**config.mk**
```make
export PLATFORM = sky130hd
export DESIGN_NAME = dsp_accumulator_datapath
export DESIGN_NICKNAME = d
export VERILOG_FILES = /design/src/shared/dsp_pkg.sv /design/src/verilog/dsp_accumulator_datapath.sv /design/src/verilog/dsp_barrel_shifter.sv /design/src/verilog/dsp_round_store.sv
export SDC_FILE = /design/constraint.sdc
export NUM_CORES = 1
export LEC_CHECK = 0
export BUFFER_PORTS_ARGS = -buffer_cell sky130_fd_sc_hd__buf_2
export CORE_MARGIN = 2
export CORE_UTILIZATION = 30
export DETAILED_ROUTE_END_ITERATION = 10
export PLACE_DENSITY = 0.53
export SYNTH_ARGS = -nofsm -noshare
export SYNTH_HDL_FRONTEND = slang
export SYNTH_SLANG_ARGS = --single-unit
```
**constraint.sdc**
```tcl
create_clock -name clk_sys -period 29.8 [get_ports clk_sys]
set_input_delay 8.94 -clock clk_sys [delete_from_list [all_inputs] [get_ports clk_sys]]
set_output_delay 8.94 -clock clk_sys [all_outputs]
set_load 0.05 [all_outputs]
```
**src/shared/dsp_pkg.sv**
```systemverilog
// Purpose: shared constants and carrier types of the DSP accumulator datapath
// Assumes: 40-bit accumulators, 16-bit data words
// Notes: shared offsets and limits live here; some modules still use literal bit positions such as raw[39:31]
package dsp_pkg;

  // ----------------------------------------------------------------
  // widths and bit positions
  // ----------------------------------------------------------------
  localparam int ACC_W = 40;          // accumulator width
  localparam int WORD_W = 16;         // data space word
  localparam int SIGN_BIT = 39;       // accumulator sign
  localparam int GUARD_LO = 32;       // lowest guard bit
  localparam int FRAC_SIGN = 31;      // sign of a 1.31 value
  localparam int HI_LO = 16;          // lowest bit of the high word
  localparam int SHIFT_MAX = 16;      // largest shift distance
  localparam int SHIFT_CNT_W = 6;     // signed shift count width

  // ----------------------------------------------------------------
  // saturation and store limits
  // ----------------------------------------------------------------
  localparam logic [39:0] MAX_POS_40 = 40'h7F_FFFF_FFFF;  // 9.31 max
  localparam logic [39:0] MAX_NEG_40 = 40'h80_0000_0000;  // 9.31 min
  localparam logic [39:0] MAX_POS_32 = 40'h00_7FFF_FFFF;  // 1.31 max
  localparam logic [39:0] MAX_NEG_32 = 40'hFF_8000_0000;  // 1.31 min, sign extended
  localparam logic [15:0] STORE_MAX = 16'h7FFF;           // 1.15 max
  localparam logic [15:0] STORE_MIN = 16'h8000;           // 1.15 min
  localparam logic [15:0] HALF_LSW = 16'h8000;            // round tie point
  localparam logic [8:0] EXT_ONES = 9'h1FF;               // sign run of a fitting negative
  localparam logic [15:0] WB_STEP = 16'h0002;             // pointer step per word write

  // ----------------------------------------------------------------
  // operations from the instruction decoder
  // ----------------------------------------------------------------
  typedef enum logic [3:0] {
    OP_NONE, OP_ADD, OP_SUB, OP_LOAD, OP_CLR, OP_MAC, OP_MSC,
    OP_MOVSAC, OP_MPY, OP_MULTIPLY_NEGATE_OP, OP_ED, OP_EUCLID_DISTANCE_ACCUMULATE_OP
  } op_kind_t;

  typedef enum logic [1:0] {
    SRC_ACC_A, SRC_ACC_B, SRC_XBUS
  } shift_src_t;

  // adder command, one per cycle
  typedef struct packed {
    op_kind_t kind;             // operation
    logic target_b;             // 1 = accumulator_b is the target
    logic use_shifter;          // add/load take the shifter output
    logic wb_req;               // write back the other accumulator
    logic wb_indirect;          // 1 = to memory at the pointer, 0 = into the pointer
    logic [39:0] operand;       // product or extended data
  } dsp_cmd_t;

  // shifter control
  typedef struct packed {
    logic signed [5:0] count;   // >0 right, <0 left
    shift_src_t src;            // operand source
    logic logical;              // right shift fills zeros
    logic mcu;                  // 16-bit result
  } shift_ctl_t;

  // accumulator store request
  typedef struct packed {
    logic valid;                // store this cycle
    logic round;                // rounded store, else truncated
    logic source_b;             // 1 = accumulator_b
    logic [15:0] addr;          // data space address
  } store_req_t;

endpackage : dsp_pkg

```
**src/verilog/dsp_accumulator_datapath.sv**
```systemverilog
// Purpose: 40-bit accumulator adder, saturation, flags, store and write-back
// Assumes: decoder issues at most one adder op and one store per cycle
// Notes: all state in one struct; outputs come straight from it
//
// Summary of operation
// - 40-bit adder on either accumulator, shifter-scaled input
// - add true data, subtract complement, optional zero
// - guard flag set when bits 39:32 differ
// - guard flag with its enable raises trap
// - clamp flags sticky, cleared only by software
// - saturation off: clamp records bit 39 overflow
// - any-flags are ORs of both accumulators
// - saturation chosen by enables and width select
// - 9.31 mode loads extreme value, sets clamp
// - 1.31 mode loads extreme value, no guard
// - catastrophic mode only flags, accumulator wraps
// - mac class writes other accumulator high word
// - write-back into pointer or at pointer, plus two
// - round logic combinational, truncates when not rounding
// - conventional round increments at low word 0x8000+
// - convergent tie increments only if bit 16
// - stores truncated or rounded, write-back always rounded
// - clamped store above range writes 0x7FFF
// - clamped store below range writes 0x8000
// - clamp off passes store value unchanged
// - shifter one cycle, signed count, up to 16
// - x bus word placement, dsp/mcu result widths
`timescale 1ns/1ps
module dsp_accumulator_datapath (
  // clock and reset
  input wire logic clk_sys,
  input wire logic rst,
  // decoder requests
  input wire dsp_pkg::dsp_cmd_t cmd,
  input wire dsp_pkg::shift_ctl_t shift_ctl,
  input wire dsp_pkg::store_req_t store_req,
  input wire logic [15:0] xbus_rdata,
  // core control bits
  input wire logic [1:0] accum_clamp_enables,
  input wire logic clamp_width_select,
  input wire logic store_clamp_enable,
  input wire logic round_mode_select,
  // trap control bits and flag clears
  input wire logic guard_trap_enable_a,
  input wire logic guard_trap_enable_b,
  input wire logic wrap_trap_enable,
  input wire logic clamp_clear_a,
  input wire logic clamp_clear_b,
  // pointer load from the register file
  input wire logic wb_ptr_load,
  input wire logic [15:0] wb_ptr_value,
  // accumulators and status
  output logic [39:0] accumulator_a,
  output logic [39:0] accumulator_b,
  output logic guard_overflow_a,
  output logic guard_overflow_b,
  output logic clamp_flag_a,
  output logic clamp_flag_b,
  output logic guard_overflow_any,
  output logic clamp_flag_any,
  output logic arith_trap,
  // x bus write and pointer
  output logic xbus_wvalid,
  output logic [15:0] xbus_waddr,
  output logic [15:0] xbus_wdata,
  output logic [15:0] writeback_pointer_reg,
  output logic [39:0] shift_out
);

  // ----------------------------------------------------------------
  // state
  // ----------------------------------------------------------------
  typedef struct packed {
    logic [39:0] acc_a;
    logic [39:0] acc_b;
    logic guard_a;
    logic guard_b;
    logic clamp_a;
    logic clamp_b;
    logic trap;
    logic [15:0] wb_ptr;
    logic wvalid;
    logic [15:0] waddr;
    logic [15:0] wdata;
    logic [39:0] shift_out;
  } dp_state_t;

  dp_state_t st;              // registered state
  dp_state_t next_st;         // next state

  // ----------------------------------------------------------------
  // decode helpers
  // ----------------------------------------------------------------
  // guard bits not all equal
  function automatic logic guard_mixed(input logic [39:0] v);
    guard_mixed = !((&v[dsp_pkg::SIGN_BIT:dsp_pkg::GUARD_LO]) || !(|v[dsp_pkg::SIGN_BIT:dsp_pkg::GUARD_LO]));
  endfunction : guard_mixed

  // ops that pass data through the adder
  function automatic logic updates_acc(input dsp_pkg::op_kind_t k);
    updates_acc = (k != dsp_pkg::OP_NONE) && (k != dsp_pkg::OP_MOVSAC);
  endfunction : updates_acc

  // ops that ignore the old accumulator
  function automatic logic zero_side(input dsp_pkg::op_kind_t k);
    zero_side = (k == dsp_pkg::OP_LOAD) || (k == dsp_pkg::OP_CLR) || (k == dsp_pkg::OP_MPY) ||
                (k == dsp_pkg::OP_MULTIPLY_NEGATE_OP) || (k == dsp_pkg::OP_ED);
  endfunction : zero_side

  // mac class ops permitted to write back
  function automatic logic wb_allowed(input dsp_pkg::op_kind_t k);
    wb_allowed = (k == dsp_pkg::OP_MAC) || (k == dsp_pkg::OP_MSC) || (k == dsp_pkg::OP_CLR) ||
                 (k == dsp_pkg::OP_MOVSAC);
  endfunction : wb_allowed

  // ----------------------------------------------------------------
  // shifter and round/store
  // ----------------------------------------------------------------
  logic [39:0] shift_res;     // combinational shift result
  logic [39:0] store_src;     // accumulator feeding the round logic
  logic store_round_en;       // rounding requested
  logic [15:0] round_data;    // rounded, clamped word

  dsp_barrel_shifter u_shift (
    .acc_a(st.acc_a),
    .acc_b(st.acc_b),
    .xbus_data(xbus_rdata),
    .ctl(shift_ctl),
    .result(shift_res)
  );

  // store uses its own source; write-back the non-target accumulator
  assign store_src = store_req.valid ? (store_req.source_b ? st.acc_b : st.acc_a)
                                     : (cmd.target_b ? st.acc_a : st.acc_b);
  assign store_round_en = store_req.valid ? store_req.round : 1'b1;

  dsp_round_store u_round (
    .acc(store_src),
    .round_en(store_round_en),
    .conventional(round_mode_select),
    .clamp_en(store_clamp_enable),
    .data(round_data)
  );

  // ----------------------------------------------------------------
  // adder, saturation and flags
  // ----------------------------------------------------------------
  logic [39:0] side_a;        // accumulator side, may be zero
  logic [39:0] side_b;        // operand side, true or complemented
  logic [39:0] opnd;          // selected operand
  logic sub;                  // subtract
  logic [40:0] sum_full;      // adder with carry out
  logic [39:0] raw;           // unsaturated result
  logic ov39;                 // sign destroyed
  logic ov31;                 // outside 1.31 range
  logic neg_dir;              // true result is negative
  logic sat_en;               // saturation on for target
  logic mode31;               // 1.31 saturation active
  logic [39:0] new_acc;       // value written to target
  logic guard_new;            // next guard flag of target
  logic clamp_set;            // clamp event on target
  logic go;                   // adder op this cycle
  logic wb_go;                // write-back this cycle

  always_comb begin
    go = updates_acc(cmd.kind);
    sub = (cmd.kind == dsp_pkg::OP_SUB) || (cmd.kind == dsp_pkg::OP_MSC) ||
          (cmd.kind == dsp_pkg::OP_MULTIPLY_NEGATE_OP);
    opnd = (cmd.kind == dsp_pkg::OP_CLR) ? '0 : (cmd.use_shifter ? shift_res : cmd.operand);
    side_a = zero_side(cmd.kind) ? '0 : (cmd.target_b ? st.acc_b : st.acc_a);
    side_b = sub ? ~opnd : opnd;
    // carry-in low on add; high (carry one) on subtract
    sum_full = {1'b0, side_a} + {1'b0, side_b} + {40'h00_0000_0000, sub};
    raw = sum_full[39:0];
    ov39 = (side_a[39] == side_b[39]) && (raw[39] != side_a[39]);
    ov31 = ov39 || ((|raw[39:31]) && !(&raw[39:31]));
    neg_dir = ov39 ? side_a[39] : raw[39];
    sat_en = cmd.target_b ? accum_clamp_enables[0] : accum_clamp_enables[1];
    mode31 = sat_en && !clamp_width_select;
    new_acc = raw;
    clamp_set = 1'b0;
    if (mode31) begin
      clamp_set = ov31;
      if (ov31) begin
        new_acc = neg_dir ? dsp_pkg::MAX_NEG_32 : dsp_pkg::MAX_POS_32;
      end
    end else if (sat_en) begin
      clamp_set = ov39;
      if (ov39) begin
        new_acc = neg_dir ? dsp_pkg::MAX_NEG_40 : dsp_pkg::MAX_POS_40;
      end
    end else begin
      clamp_set = ov39;  // no saturation: wrap and flag only
    end
    // guard bits unused in 1.31 mode, so the flag stays clear
    guard_new = !mode31 && guard_mixed(new_acc);
    wb_go = cmd.wb_req && wb_allowed(cmd.kind) && !store_req.valid;
  end

  // ----------------------------------------------------------------
  // next state
  // ----------------------------------------------------------------
  always_comb begin
    next_st = st;
    next_st.trap = 1'b0;
    next_st.wvalid = 1'b0;
    next_st.shift_out = shift_res;
    // set wins over a software clear in the same cycle
    next_st.clamp_a = (st.clamp_a && !clamp_clear_a) || (go && !cmd.target_b && clamp_set);
    next_st.clamp_b = (st.clamp_b && !clamp_clear_b) || (go && cmd.target_b && clamp_set);
    if (go) begin
      // value and flags land in the same cycle
      if (cmd.target_b) begin
        next_st.acc_b = new_acc;
        next_st.guard_b = guard_new;
        next_st.trap = (guard_new && guard_trap_enable_b) || (!sat_en && ov39 && wrap_trap_enable);
      end else begin
        next_st.acc_a = new_acc;
        next_st.guard_a = guard_new;
        next_st.trap = (guard_new && guard_trap_enable_a) || (!sat_en && ov39 && wrap_trap_enable);
      end
    end
    if (wb_ptr_load) begin
      next_st.wb_ptr = wb_ptr_value;  // lowest priority
    end
    if (store_req.valid) begin
      next_st.wvalid = 1'b1;
      next_st.waddr = store_req.addr;
      next_st.wdata = round_data;
    end else if (wb_go && cmd.wb_indirect) begin
      next_st.wvalid = 1'b1;
      next_st.waddr = st.wb_ptr;
      next_st.wdata = round_data;
      next_st.wb_ptr = st.wb_ptr + dsp_pkg::WB_STEP;
    end else if (wb_go) begin
      next_st.wb_ptr = round_data;  // pointer takes the fraction
    end
  end

  // ----------------------------------------------------------------
  // state register
  // ----------------------------------------------------------------
  always_ff @(posedge clk_sys) begin
    if (rst) begin
      st <= '0;
    end else begin
      st <= next_st;
    end
  end

  // ----------------------------------------------------------------
  // outputs
  // ----------------------------------------------------------------
  assign accumulator_a = st.acc_a;
  assign accumulator_b = st.acc_b;
  assign guard_overflow_a = st.guard_a;
  assign guard_overflow_b = st.guard_b;
  assign clamp_flag_a = st.clamp_a;
  assign clamp_flag_b = st.clamp_b;
  assign guard_overflow_any = st.guard_a | st.guard_b;
  assign clamp_flag_any = st.clamp_a | st.clamp_b;
  assign arith_trap = st.trap;
  assign xbus_wvalid = st.wvalid;
  assign xbus_waddr = st.waddr;
  assign xbus_wdata = st.wdata;
  assign writeback_pointer_reg = st.wb_ptr;
  assign shift_out = st.shift_out;

  // ----------------------------------------------------------------
  // assertions
  // ----------------------------------------------------------------
  property p_guard_a;
    @(posedge clk_sys) disable iff (rst)
    (go && !cmd.target_b && !mode31) |=> (guard_overflow_a == guard_mixed(accumulator_a));
  endproperty
  a_guard_a: assert property (p_guard_a) else $error("guard flag a disagrees with accumulator");

  property p_guard_trap;
    @(posedge clk_sys) disable iff (rst)
    (go && !cmd.target_b && guard_new && guard_trap_enable_a) |=> arith_trap && guard_overflow_a;
  endproperty
  a_guard_trap: assert property (p_guard_trap) else $error("guard overflow did not trap");

  property p_clamp_sticky;
    @(posedge clk_sys) disable iff (rst)
    (clamp_flag_a && !clamp_clear_a) |=> clamp_flag_a;
  endproperty
  a_clamp_sticky: assert property (p_clamp_sticky) else $error("clamp flag a dropped by itself");

  property p_wrap;
    @(posedge clk_sys) disable iff (rst)
    (go && !sat_en && ov39 && wrap_trap_enable) |=> arith_trap ##0 clamp_flag_any;
  endproperty
  a_wrap: assert property (p_wrap) else $error("unsaturated sign overflow not flagged");

  property p_any;
    @(posedge clk_sys) disable iff (rst)
    (guard_overflow_any == (guard_overflow_a || guard_overflow_b)) &&
    (clamp_flag_any == (clamp_flag_a || clamp_flag_b));
  endproperty
  a_any: assert property (p_any) else $error("summary flag is not the or");

  property p_sat39;
    @(posedge clk_sys) disable iff (rst)
    (go && !cmd.target_b && sat_en && clamp_width_select && ov39) |=>
      ((accumulator_a == dsp_pkg::MAX_POS_40) || (accumulator_a == dsp_pkg::MAX_NEG_40)) && clamp_flag_a;
  endproperty
  a_sat39: assert property (p_sat39) else $error("9.31 saturation value wrong");

  property p_sat31;
    @(posedge clk_sys) disable iff (rst)
    (go && !cmd.target_b && mode31 && ov31) |=>
      ((accumulator_a == dsp_pkg::MAX_POS_32) || (accumulator_a == dsp_pkg::MAX_NEG_32)) &&
      clamp_flag_a && !guard_overflow_a;
  endproperty
  a_sat31: assert property (p_sat31) else $error("1.31 saturation value wrong");

  property p_wraps;
    @(posedge clk_sys) disable iff (rst)
    (go && !cmd.target_b && !sat_en) |=> (accumulator_a == $past(raw));
  endproperty
  a_wraps: assert property (p_wraps) else $error("accumulator altered with saturation off");

  property p_no_wb;
    @(posedge clk_sys) disable iff (rst)
    (!store_req.valid && ((cmd.kind == dsp_pkg::OP_MPY) || (cmd.kind == dsp_pkg::OP_ED))) |=> !xbus_wvalid;
  endproperty
  a_no_wb: assert property (p_no_wb) else $error("excluded op wrote data space");

  property p_ptr_step;
    @(posedge clk_sys) disable iff (rst)
    (wb_go && cmd.wb_indirect) |=> xbus_wvalid &&
      (writeback_pointer_reg == xbus_waddr + dsp_pkg::WB_STEP);
  endproperty
  a_ptr_step: assert property (p_ptr_step) else $error("pointer not advanced by one word");

  property p_store_sign;
    @(posedge clk_sys) disable iff (rst)
    (store_req.valid && store_clamp_enable && !store_src[39]) |=> !xbus_wdata[15];
  endproperty
  a_store_sign: assert property (p_store_sign) else $error("clamped positive store went negative");

  c_sat39: cover property (@(posedge clk_sys) disable iff (rst) go && sat_en && clamp_width_select && ov39);
  c_sat31: cover property (@(posedge clk_sys) disable iff (rst) go && mode31 && ov31);
  c_wb_ind: cover property (@(posedge clk_sys) disable iff (rst) wb_go && cmd.wb_indirect);
  c_store: cover property (@(posedge clk_sys) disable iff (rst) store_req.valid && store_req.round);

endmodule : dsp_accumulator_datapath

```
**src/verilog/dsp_barrel_shifter.sv**
```systemverilog
// Purpose: 40-bit single-cycle barrel shifter
// Assumes: count saturates at the largest shift distance
// Notes: purely combinational; the datapath registers its result
`timescale 1ns/1ps
module dsp_barrel_shifter (
  // sources
  input wire logic [39:0] acc_a,
  input wire logic [39:0] acc_b,
  input wire logic [15:0] xbus_data,
  // control
  input wire dsp_pkg::shift_ctl_t ctl,
  // result
  output logic [39:0] result
);

  // ----------------------------------------------------------------
  // operand placement and shift
  // ----------------------------------------------------------------
  logic [39:0] operand;       // placed source
  logic [39:0] shifted;       // full width result
  logic [5:0] mag;            // shift distance
  logic right;                // direction

  always_comb begin
    right = (ctl.count > 0);
    mag = ctl.count[5] ? 6'(-ctl.count) : 6'(ctl.count);
    if (mag > 6'(dsp_pkg::SHIFT_MAX)) begin
      mag = 6'(dsp_pkg::SHIFT_MAX);  // limit of one cycle
    end
    case (ctl.src)
      dsp_pkg::SRC_ACC_A: operand = acc_a;
      dsp_pkg::SRC_ACC_B: operand = acc_b;
      dsp_pkg::SRC_XBUS: begin
        // right shifts see the word in the high half, left in the low
        if (right) begin
          operand = {{8{xbus_data[15] & ~ctl.logical}}, xbus_data, 16'h0000};
        end else begin
          operand = {24'h00_0000, xbus_data};
        end
      end
      default: operand = '0;
    endcase
    if (right && ctl.logical) begin
      shifted = operand >> mag;
    end else if (right) begin
      shifted = 40'($signed(operand) >>> mag);
    end else begin
      shifted = operand << mag;  // zero count falls through unchanged
    end
    // mcu shifts return one word, dsp shifts the whole width
    if (ctl.mcu && right) begin
      result = {24'h00_0000, shifted[31:16]};
    end else if (ctl.mcu) begin
      result = {24'h00_0000, shifted[15:0]};
    end else begin
      result = shifted;
    end
  end

endmodule : dsp_barrel_shifter

```
**src/verilog/dsp_round_store.sv**
```systemverilog
// Purpose: round logic and data space write saturation
// Assumes: the source accumulator is held stable for the cycle
// Notes: combinational; never alters the accumulator itself
`timescale 1ns/1ps
module dsp_round_store (
  // source
  input wire logic [39:0] acc,
  // control
  input wire logic round_en,
  input wire logic conventional,
  input wire logic clamp_en,
  // result
  output logic [15:0] data
);

  // ----------------------------------------------------------------
  // round then clamp
  // ----------------------------------------------------------------
  logic inc;                  // round increment
  logic [23:0] ext;           // guard plus high word after rounding
  logic pos_ov;               // above the 1.15 range
  logic neg_ov;               // below the 1.15 range

  always_comb begin
    // ties go up when conventional, to the even high word otherwise
    inc = round_en && acc[15] &&
          (conventional || (acc[15:0] != dsp_pkg::HALF_LSW) || acc[dsp_pkg::HI_LO]);
    ext = acc[39:16] + 24'(inc);  // truncation when inc is low
    // the sign comes from the source, not the rounded word
    pos_ov = !acc[dsp_pkg::SIGN_BIT] && (ext[23:15] != 9'h000);
    neg_ov = acc[dsp_pkg::SIGN_BIT] && (ext[23:15] != dsp_pkg::EXT_ONES);
    if (clamp_en && pos_ov) begin
      data = dsp_pkg::STORE_MAX;
    end else if (clamp_en && neg_ov) begin
      data = dsp_pkg::STORE_MIN;
    end else begin
      data = ext[15:0];
    end
  end

endmodule : dsp_round_store

```
==> flow_summary.toml <==
[sta]
slew_headroom = 0.230
setup_violations = 0
worst_slew_pin_slew_ps = 1150
whs_ps = 457
slew_viol_final = 0
post-route-min-period_ps = 18720
skew_ps = 26.6
finalSetupTns_ps = 0
finalCritPeriodShare = 0.628
layout_setup_ws_ps = 11080
rsz0062_at_grt = "false"
max_freq_ghz = 0.0534
hold_viol = 0

[clock_tree]
cts_buffer_depth = 2
cts_resized = 0
cts_setup_buffers = 0
clk_pin_slew_ps = 80
clkSinkCount = 174
cts_hold_buffers = 0
cts-root-buf = "clkbuf_16"
cts-buffers-inserted = 17
insertion_delay_ps = 500
htreeDepth = 4
cts_tree = "done"

[yosys]
ys_ff_latch = 174
synthXorXnorAreaFrac = 0.0489
async_flop_share = 0
synth_area_per_cell_um2 = 6.90
synth_top_family_by_area = "compound AO/OA/AOI/OAI gates"
seq_area_frac_synth = 0.193
synth.net_count = 2785
synth_most_common_cell = "nor2_1"
synthTopCellsByArea = "dfxtp_1 19%, nor2_1 8.3%, mux2i_1 7.8%"
synthFlopType = "dfxtp_1"
synth.top_cell.area_share = 0.193
synth.area.mux_share = 0.0916
syn-cell-area_mm2 = 0.0181
synth_top_area_cell = "dfxtp_1"
ys_types = 99
synth_simple_gate_area_frac = 0.278
synthAdderAreaFrac = 0.0295
synth_compound_area_frac = 0.305
synthCells = 2621
synth_commonest_cells = "398 x nor2_1, 267 x nand2_1, 220 x a21oi_1, 177 x o21ai_0, 174 x dfxtp_1"
ys.warnings.count = 0
synth_edf_count = 0

[setup_path]
cp-end-kind = "register"
crit_required_ps = 30200
worstSetupPathType = "primary input to register"
critPathArrivalTime_ps = 19120
cpPeakStageDelay_ps = 730
crit_path_frequent_cell = "a21oi_1"
slowest_stage = "and2b_1"
path_max_fanout = 46
cp-start-kind = "primary input"

[pwr]
max-vdd-ir-drop_v = 0.0000447
p_leak_nw = 8.70
power.density_mw_per_mm2 = 57.8

[routing]
antenna_left = 0
routed_via_density = 6.14
via_count = 21801
wl_um = 94500
drc = 0
wl_met2_um = 39500
wl_per_cell_um = 26.6
highest_layer = "met5"
drt_iter0_drc = 3260
wl_met3_um = 9670
met1_length_um = 42100
firstDrtPassIters = 6

[floorplan]
ioPinCount = 298
dieHeight_um = 249
die_w_um = 249
core_mm2 = 0.0592
row_count = 89
start_util = 0.305
die-area_mm2 = 0.0622

[cells_and_area]
final_core_util = 0.349
area_growth_pct = 14.4
layout-drive-gt1-share = 0.172
layout.nets = 2926
diodes = 0

[run]
cap_violations = 0

[global_routing]
grt_max_degree = 88
grt-ovfl-total = 0
grt_antenna_before_repair = 1
first_global_vias = 19681
grt_usage = 0.291
grt_pass1_wl_um = 136000

[placed_design]
dp_hpwl_um = 73400
numPortBuffers = 297
gp_congestion = 1.01
post-place-ws_ps = 11010

[status]
status = "finished clean"

[worst_hold_path]
hp-class = "register to register"
layout make-up:
cell class              count  area, µm²
flip-flops and latches    174       3480
clock buffers              17        425
fillers                  6419      38600
repair buffers            336       1780
well taps                 773        967
clock inverters            15        175
multi-input cells        2201      13700
inverters                  32        120
cells by family after synthesis:
group,count (synthesis)
buffers and inverters,246
muxes,160
xor gates and xnor gates,101
AOI/OAI and AO/OA,835
adders and majority gates,42
DFF,174
and+or+nand+nor,1063
routing by layer:
metal	track usage	vias up
li1	-	9825
met1	0.419	10435
met2	0.426	1389
met3	0.0592	150
met4	0.0990	2
met5	0	-
cells in the final DEF (no fill, tap or decap), drive strengths merged, types with 31 or more instances in the layout:
| master | n |
|---|---|
| xnor2 | 81 |
| nor2 | 399 |
| nor2b | 39 |
| nand2 | 267 |
| mux2i | 141 |
| a21o | 34 |
| a21oi | 221 |
| nor3 | 69 |
| inv | 37 |
| dfxtp | 174 |
| o21ai | 183 |
| nor3b | 31 |
| a211oi | 121 |
| a31oi | 37 |
| buf | 336 |
| ha | 41 |
| o21a | 32 |
| nand3 | 63 |
power breakdown:
part           total (W)  switching (W)  leakage, nW  internal [W]
Clock           0.000240       0.000120        0.290      0.000119
Combinational   0.000649       0.000461         6.97      0.000188
Sequential      0.000306      0.0000475         1.44      0.000259
Total            0.00120       0.000629         8.70      0.000566
path summary, 6_finish.rpt:
path | from | end | slack [ps] | cells after the start
min | xbus_waddr[1] | xbus_waddr[1] | 460 | 2
max reg2reg | accumulator_a[18] | accumulator_a[6] | 20310 | 30
min reg2reg | xbus_waddr[1] | xbus_waddr[1] | 460 | 2
max | shift_ctl[3] | accumulator_a[6] | 11080 | 31
worst max-delay path: cells and delay by family:
kind	cells	cell delay (ps)
compound gates	19	5590
simple gates	8	2960
buf+inv	2	950
fa+ha+maj	1	510
xor+xnor	1	120
stage by stage:
stage	cell area, µm²	instances	total power [W]
2_1_floorplan	18100	2621	0.000721
3_3_place_gp	20100	3516	0.000936
3_5_place_dp	20100	3516	0.000938
4_1_cts	20700	3548	0.00118
5_1_grt	20700	3548	0.00124
6_report	20700	3548	0.00120
No activity file was read; power rests on OpenSTA's default activity.
